## config.mk

```make
export PLATFORM = sky130hd
export DESIGN_NAME = external_memory_bus_interface
export DESIGN_NICKNAME = d
export VERILOG_FILES = /design/src/shared/ext_bus_pkg.sv /design/src/logic/output_disable_detect.sv /design/src/logic/external_memory_bus_interface.sv
export SDC_FILE = /design/constraint.sdc
export NUM_CORES = 1
export LEC_CHECK = 0
export BUFFER_PORTS_ARGS = -buffer_cell sky130_fd_sc_hd__buf_2
export CAP_MARGIN = 5
export CORE_UTILIZATION = 35
export CTS_CLUSTER_SIZE = 10
export DETAILED_ROUTE_END_ITERATION = 16
export PLACE_DENSITY = 0.63
export SLEW_MARGIN = 10
export SYNTH_ARGS = -nofsm -noshare
export SYNTH_HDL_FRONTEND = slang
export SYNTH_HIERARCHICAL = 1
export SYNTH_SLANG_ARGS = --single-unit
```

## constraint.sdc

```tcl
create_clock -name mclk_i -period 2 [get_ports mclk_i]
set_input_delay 0.5 -clock mclk_i [delete_from_list [all_inputs] [get_ports mclk_i]]
set_output_delay 0.5 -clock mclk_i [all_outputs]
set_load 0.005 [all_outputs]
```

## src/shared/ext_bus_pkg.sv

```systemverilog
// Function
// - One shared 16-bit two-way data bus
// - Data bus floats unless writing, and floats in reset
// - Output disable floats every bus output
// - Drive 16-bit address of the access
// - Program select low only for program access
// - Data select low only for data access
// - I/O select low only for I/O access
// - Ready low stretches external access one more cycle
// - Direction high, low only during writes
// - Strobe low for each external bus cycle
// - Read select active on every external read
// - Internal I/O accesses still shown at pins
// - Write enable active on every external write
// - Disable: test reset 0, emulator 1, pin 0
`default_nettype none
package ext_bus_pkg;

    localparam int ADDR_W = 16;
    localparam int DATA_W = 16;

    typedef enum logic [1:0] {
        SPACE_PROG = 2'h0,
        SPACE_DATA = 2'h1,
        SPACE_IO = 2'h2
    } space_e;

    // Core-side request
    typedef struct packed {
        logic valid;
        logic write;
        logic internal_io;
        space_e space;
        logic [ADDR_W-1:0] addr;
        logic [DATA_W-1:0] wdata;
    } bus_req_s;

    // Pin-side control outputs, all active low except direction
    typedef struct packed {
        logic program_space_select_n;
        logic data_space_select_n;
        logic io_space_select_n;
        logic bus_cycle_strobe_n;
        logic read_not_write;
        logic read_select_n;
        logic write_enable_n;
    } bus_ctl_s;

    localparam bus_ctl_s CTL_IDLE = 7'h7f;

endpackage
`default_nettype wire

```

## src/logic/output_disable_detect.sv

```systemverilog
`timescale 1ns/1ps
`default_nettype none
module output_disable_detect (
    input wire logic mclk_i,
    input wire logic reset_i,
    input wire logic clk_en_i,
    input wire logic test_reset_i,
    input wire logic emulator_pin_zero_i,
    input wire logic emu_off_n_i,
    output logic off_o
);
    // Registered so the float decision lines up with registered outputs
    always_ff @(posedge mclk_i) begin
        if (reset_i) begin
            off_o <= 1'b0;
        end else if (clk_en_i) begin
            off_o <= !test_reset_i && emulator_pin_zero_i && !emu_off_n_i;
        end
    end
endmodule
`default_nettype wire

```

## src/logic/external_memory_bus_interface.sv

```systemverilog
`timescale 1ns/1ps
`default_nettype none
module external_memory_bus_interface (
    input wire logic mclk_i,
    input wire logic reset_i,
    input wire logic clk_en_i,
    input wire ext_bus_pkg::bus_req_s req_i,
    output logic req_ready_o,
    output logic done_o,
    output logic [ext_bus_pkg::DATA_W-1:0] rdata_o,
    input wire logic test_reset_i,
    input wire logic emulator_pin_zero_i,
    input wire logic emu_off_n_i,
    input wire logic ready_i,
    output logic [ext_bus_pkg::ADDR_W-1:0] addr_o,
    output logic addr_oe_o,
    input wire logic [ext_bus_pkg::DATA_W-1:0] data_i,
    output logic [ext_bus_pkg::DATA_W-1:0] data_o,
    output logic data_oe_o,
    output ext_bus_pkg::bus_ctl_s ctl_o,
    output logic ctl_oe_o
);
    import ext_bus_pkg::*;

    // ************************************************************
    // Output disable
    // ************************************************************
    logic off;

    output_disable_detect u_off (
        .mclk_i(mclk_i),
        .reset_i(reset_i),
        .clk_en_i(clk_en_i),
        .test_reset_i(test_reset_i),
        .emulator_pin_zero_i(emulator_pin_zero_i),
        .emu_off_n_i(emu_off_n_i),
        .off_o(off)
    );

    // ************************************************************
    // Cycle sequencer
    // ************************************************************
    typedef enum logic [1:0] {
        ST_IDLE = 2'b01,
        ST_ACCESS = 2'b10
    } state_e;

    state_e state_q;
    logic cur_write_q;
    logic cur_int_q;

    wire logic take = clk_en_i && state_q == ST_IDLE && req_i.valid;
    wire logic finish = clk_en_i && state_q == ST_ACCESS && (ready_i || cur_int_q);

    always_ff @(posedge mclk_i) begin
        if (reset_i) begin
            state_q <= ST_IDLE;
        end else if (clk_en_i) begin
            unique case (state_q)
                ST_IDLE: begin
                    if (req_i.valid) begin
                        state_q <= ST_ACCESS;
                    end
                end
                ST_ACCESS: begin
                    // Ready low keeps an external access one more cycle, then rechecks
                    if (ready_i || cur_int_q) begin
                        state_q <= ST_IDLE;
                    end
                end
            endcase
        end
    end

    always_ff @(posedge mclk_i) begin
        if (reset_i) begin
            cur_write_q <= 1'b0;
            cur_int_q <= 1'b0;
            addr_o <= '0;
            data_o <= '0;
        end else if (take) begin
            cur_write_q <= req_i.write;
            cur_int_q <= req_i.internal_io;
            addr_o <= req_i.addr;
            data_o <= req_i.wdata;
        end
    end

    // ************************************************************
    // Pin controls
    // ************************************************************
    always_ff @(posedge mclk_i) begin
        if (reset_i) begin
            ctl_o <= CTL_IDLE;
        end else if (take) begin
            // Internal I/O registers still show select, direction and data
            ctl_o <= CTL_IDLE;
            ctl_o.program_space_select_n <= !(req_i.space == SPACE_PROG
                && !req_i.internal_io);
            ctl_o.data_space_select_n <= !(req_i.space == SPACE_DATA && !req_i.internal_io);
            ctl_o.io_space_select_n <= !(req_i.space == SPACE_IO);
            ctl_o.read_not_write <= !req_i.write;
            ctl_o.bus_cycle_strobe_n <= req_i.internal_io;
            ctl_o.read_select_n <= req_i.write || req_i.internal_io;
            ctl_o.write_enable_n <= !req_i.write || req_i.internal_io;
        end else if (finish) begin
            ctl_o <= CTL_IDLE;
        end
    end

    always_ff @(posedge mclk_i) begin
        if (reset_i) begin
            data_oe_o <= 1'b0;
        end else if (clk_en_i) begin
            data_oe_o <= !off && ((take && req_i.write) || (state_q == ST_ACCESS && !finish
                && cur_write_q));
        end
    end

    always_ff @(posedge mclk_i) begin
        if (reset_i) begin
            addr_oe_o <= 1'b0;
            ctl_oe_o <= 1'b0;
        end else if (clk_en_i) begin
            addr_oe_o <= !off;
            ctl_oe_o <= !off;
        end
    end

    // ************************************************************
    // Core answer
    // ************************************************************
    always_ff @(posedge mclk_i) begin
        if (reset_i) begin
            done_o <= 1'b0;
            rdata_o <= '0;
            req_ready_o <= 1'b0;
        end else if (clk_en_i) begin
            done_o <= finish;
            req_ready_o <= state_q == ST_IDLE && !req_i.valid || finish;
            if (finish && !cur_write_q) begin
                rdata_o <= data_i;
            end
        end else begin
            done_o <= 1'b0;
        end
    end

    // ************************************************************
    // Checks
    // ************************************************************
    one_select_a: assert property (@(posedge mclk_i) disable iff (reset_i)
        $countones({ctl_o.program_space_select_n, ctl_o.data_space_select_n,
        ctl_o.io_space_select_n}) >= 2)
        else $error("more than one space select active");

    float_off_a: assert property (@(posedge mclk_i) disable iff (reset_i)
        clk_en_i && off |=> !addr_oe_o && !ctl_oe_o && !data_oe_o)
        else $error("outputs driven during output disable");

    data_float_a: assert property (@(posedge mclk_i) disable iff (reset_i)
        data_oe_o |-> !ctl_o.read_not_write)
        else $error("data bus driven outside a write");

    ready_wait_a: assert property (@(posedge mclk_i) disable iff (reset_i)
        clk_en_i && state_q == ST_ACCESS && !ready_i && !cur_int_q |=> state_q == ST_ACCESS)
        else $error("access ended with ready low");

    single_cycle_a: assert property (@(posedge mclk_i) disable iff (reset_i)
        take ##1 (clk_en_i && ready_i) |=> done_o && ctl_o == CTL_IDLE)
        else $error("access not done in one cycle");

    strobe_cycle_a: assert property (@(posedge mclk_i) disable iff (reset_i)
        !ctl_o.bus_cycle_strobe_n |-> state_q == ST_ACCESS)
        else $error("strobe low outside bus cycle");

    read_select_a: assert property (@(posedge mclk_i) disable iff (reset_i)
        take && !req_i.write && !req_i.internal_io |=> !ctl_o.read_select_n)
        else $error("read select missing on read");

    write_enable_a: assert property (@(posedge mclk_i) disable iff (reset_i)
        !ctl_o.write_enable_n |-> !ctl_o.read_not_write && ctl_o.read_select_n)
        else $error("write enable outside write");

    io_visible_a: assert property (@(posedge mclk_i) disable iff (reset_i)
        take && req_i.internal_io && req_i.space == SPACE_IO |=> !ctl_o.io_space_select_n)
        else $error("internal io access not visible");

endmodule
`default_nettype wire

```

-- Word-level counts from Yosys, hierarchy flattened
Cells that the tools add are included.
W data, S select, Z words.
- equal/unequal tests: 6
- reductions and logical operators: 35
- bitwise gates (word level): 1
- multiplexer cells: 5
- operators with widths (cell ; count):
    $logic_and A1 B1 Y1 ; 14
    $mux W7 ; 2
    $logic_not A1 Y1 ; 11
    $logic_or A1 B1 Y1 ; 5
    $eq A2 B1 Y1 const B ; 2
    $eq A2 B2 Y1 const B ; 2
    $mux W2 ; 2
    $pmux W2 S2 ; 1
    $reduce_and A3 Y1 ; 1
    $logic_not A2 Y1 ; 1
    $ne A2 B1 Y1 const B ; 1
    $ne A2 B2 Y1 const B ; 1
    $reduce_and A2 Y1 ; 1
    $reduce_bool A2 Y1 ; 1
    $reduce_or A2 Y1 ; 1
    $not A1 Y1 ; 1
- output and inout port bits: 60
- flip-flop bits (word level): 64
- logic and storage cells: 65

-- Depth between registers and ports, before layout
- depth in word-level cells: 8
- mapped depth: 5
- depth with buffers taken out: 4

-- Hierarchy
Netlist, hierarchy kept.
- modules (own cells, without submodules) (module ; instances ; sequential area each (um^2) ; cells each ; area an instance (um^2)):
    external_memory_bus_interface ; 1 ; 1261.2 ; 261 ; 2257.2
    output_disable_detect ; 1 ; 20.0 ; 4 ; 42.5

-- Worst setup path before layout
Ideal clock, no wire load.
- path kind: input port to flip-flop
- start point: input port clk_en_i
- end point: register rdata_o[0] (netlist bit)
- buffers on the path: 1
- arrival: 1.507 ns
- setup time: 0.128 ns
- data required time: 1.872 ns
- setup slack: 0.365 ns
- stages on the path: 5
- cells stage by stage: inv_2 > nor4_4 > buf_6 > mux2i_1 > nor2_1
- cells in the longest elaborated chain, start to end: 4
- ends and longest elaborated chain (item ; line ; source):
    start: declaration ; external_memory_bus_interface.sv:6 ; input wire logic clk_en_i,
    $logic_and A1 B1 Y1 (2 in series) ; external_memory_bus_interface.sv:53 ; wire logic finish = clk_en_i && state_q == ST_ACCESS && (ready_i || cur_int_q);
    $logic_and A1 B1 Y1 ; external_memory_bus_interface.sv:141 ; if (finish && !cur_write_q) begin
    $reduce_and A2 Y1 (no line) (*) ; n/a ;
    end signal: assignment ; external_memory_bus_interface.sv:142 ; rdata_o <= data_i;
    end: declaration ; external_memory_bus_interface.sv:10 ; output logic [ext_bus_pkg::DATA_W-1:0] rdata_o,
Every way passes the cells marked *; elsewhere a longest branch is shown, timed or not.
A chain may end at the register's enable or synchronous reset.

-- Worst setup path in the final report
- start point: input port clk_en_i
- end point: register rdata_o[14] (netlist bit)
The elaborated chain is that of the path after synthesis.

==> flow_summary.ini <==
[global_routing]
via_count_of_the_first_global_routing_pass = 2113
grt_antenna_before_repair = 0
global_route.usage.total_pct = 16.7
grt_pass1_wl_um = 9250
total_congestion_overflow = 0
grt_start_max_net_pins = 37

[timing]
max-slew-margin-rel_pct = 77.0
slew_violations = 0
finalClockSkew_ns = 0.00618
setup_total_negative_slack_ns = 0
final.min_clock_period_ns = 1.43
setup_violations = 0
fin_crit_sh_pct = 71.4
rsz0062_at_grt = false
timing.final.hold_violations = 0
timing_worst_slew_pin_value_ns = 0.345
timing.fmax_mhz = 700

[cts]
clock_insertion_delay_worst_skew_ns = 0.33
numCtsBuffers = 9
htreeDepth = 3
postCtsSetupRepairBufs = 0
tritoncts_num_sinks = 64
ctsLongestPathBuffers = 2
tritoncts_clock_tree = built
clk_transition_reported_paths_ns = 0.07
cts_resized = 0
cts_root_buf = clkbuf_8
postCtsHoldBufs = 0

[setup_path]
timing.critical_path.slowest_cell_delay_ns = 0.34
critPathArrivalTime_ns = 1.64
worst_ep_required_time_ns = 2.21
path_class = in2reg
cp-end-kind = register
critical-path-top-delay-family = buffers and inverters
critical_path_buffers_and_inverters = 3
timing.critical_path.slowest_stage_cell = nor4_4
maximum_fanout_encountered_on_the_critical_timing_path = 16
critical_path.cell_chain = buf_2 > inv_2 > nor4_4 > buf_12 > mux2i_1 > nor2_1
startpoint_type = input port

[synth]
syn_area_per_cell_um2 = 8.68
syn-instance-count = 265
post_synth_main_area_contributors = dfxtp_1 (56%), nand2_1 (11%), a21oi_1 (9.1%)
number_of_enable_flip_flop_cells_after_synthesis = 0
yosys_warnings = 6
mappedNetlistNets = 325
asyncSetResetFlopFracSynth_pct = 0
leading_register_cell_type_out_of_synthesis = dfxtp_1
syn_area_um2 = 2300
yosysTopAreaCellShare_pct = 55.7
synth-seq-area-share_pct = 55.7
synth_cell_type_count = 26
ys_ff_latch = 64
post-synth-top-count-cell = nand2_1
synth_top_cell_by_area = dfxtp_1
synth_commonest_cells = nand2_1 (70), dfxtp_1 (64), a21oi_1 (42), nor2_1 (32), mux2i_1 (16)

[finish]
antenna_cells = 0
finish.utilization_pct = 50.0
layout.nets = 445
layout-drive-gt1-share_pct = 36.2
final.fill_count = 636
layout-area-overhead-vs-synth_pct = 38.0

[pwr]
power_density_nw_per_um2 = 825
total_leakage_power_nw = 1.42
switching_power_uw = 608
intPower_mw = 2.01
clockPowerShare_pct = 39.0
power_switching_share_pct = 23.2
power.sequential.fraction_pct = 51.5
power.combinational.fraction_pct = 9.5
vdd_drop_max_uv = 440
report.power.total_mw = 2.62

[routing]
routedWlPerCell_um = 11.8
antenna_violating_nets_post_route = 0
drt_pre_antenna_iters = 4
detailedRoute.firstIterationViolations = 47
detail_route.vias_per_cell = 4.63
postRouteWirelength_um = 5510
vias = 2163
drc_errors = 0

[floorplanning]
die_h_um = 83.1
placementRows = 29
core-area_um2 = 6350
dieArea_um2 = 6900
floorplan.initialDensity_pct = 36.2
chipWidth_um = 83.1
io-pin-count = 120

[flow_run]
cap_violations = 0

[placed_design]
placement.io_buffers = 119
hpwl_um = 3860
final_wtd_congestion = 0.806

[worst_hold_path]
worst_hold_path_type = in2reg

[outcome]
run_status = finished clean
worst register-to-register path, delay by kind of cell, from the launching register on:
family,cells,cell delay (ns)
buffers and inverters,1,0.21
flip-flops,1,0.38
multiplexers,1,0.21
AND/OR/NAND/NOR,3,0.50
flip-flops by register name, summed over array words and instances (netlist names):
name         cells
addr_o          16
data_o          16
rdata_o         16
ctl_o            7
state_q          2
ctl_oe_o         1
cur_int_q        1
cur_write_q      1
data_oe_o        1
done_o           1
req_ready_o      1
u_off/off_o      1
layout make-up:
| class | count | area (um^2) | area share [%] |
|---|---|---|---|
| Clock buffer | 12 | 135 | 4.26 |
| Clock inverter | 4 | 45.0 | 1.42 |
| Inverter | 1 | 3.75 | 0.118 |
| Multi-Input combinational cell | 183 | 940 | 29.6 |
| Sequential cell | 64 | 1280 | 40.4 |
| Tap cell | 77 | 96.3 | 3.04 |
| Timing Repair Buffer | 126 | 673 | 21.2 |
through the flow:
stage	cells	area (um^2)	hold slack, ns	setup WS (ns)
global placement	451	2990	0.439	0.278
CTS	467	3170	0.384	0.579
floorplan	265	2300	0.437	0.365
detailed placement	451	2990	0.443	0.232
finish	467	3170	0.404	0.572
global route	467	3170	0.393	0.436
per-layer routing:
layer	vias up	routed length (um)	global-route usage, %
li1	1122	-	-
met1	948	2470	19.2
met2	80	2520	27.4
met3	13	398	5.57
met4	0	114	8.78
met5	-	0	0
final timing paths:
path	start	to	slack [ns]	cells after the start
hold reg to reg	addr_o[3]	addr_o[3]	0.45	2
setup / recovery	clk_en_i	rdata_o[14]	0.57	6
setup reg to reg	state_q[0]	rdata_o[14]	0.58	5
hold / removal	req_i[5]	data_o[5]	0.40	3
power by group through the flow:
stage                     logic [mW]  registers, mW  clock network, mW
after global placement         0.250           1.37                  0
after CTS                      0.253           1.35               1.07
after global routing           0.279           1.35               1.12
final                          0.249           1.35               1.02
after floorplan                0.114           1.38                  0
after detailed placement       0.252           1.37                  0
placed cells by master, fill, tap and decap left out, drive strengths merged:
| cell | n |
|---|---|
| and3b | 1 |
| and4b | 1 |
| mux2i | 16 |
| nor3 | 2 |
| a22oi | 2 |
| a211o | 1 |
| bufinv | 1 |
| dfxtp | 64 |
| a21oi | 42 |
| nand2b | 3 |
| nor2 | 32 |
| nor3b | 1 |
| clkinv | 3 |
| buf | 126 |
| nor4 | 1 |
| a221o | 1 |
| clkbuf | 12 |
| a211oi | 3 |
| o21ai | 2 |
| nand4bb | 1 |
| inv | 1 |
| nor4b | 1 |
| nand4b | 2 |
| or3 | 1 |
| nand2 | 70 |
kinds of logic (layout without fill, tap and decap cells):
family | count (synthesis) | in the layout | share of synthesized area (%)
AO/OA/AOI/OAI | 51 | 51 | 12.0
buffers and inverters | 18 | 143 | 3.43
flip-flops | 64 | 64 | 55.7
multiplexers | 16 | 16 | 6.96
AND/OR/NAND/NOR | 116 | 116 | 21.9
Note: power is estimated with default switching activity, not from simulation.
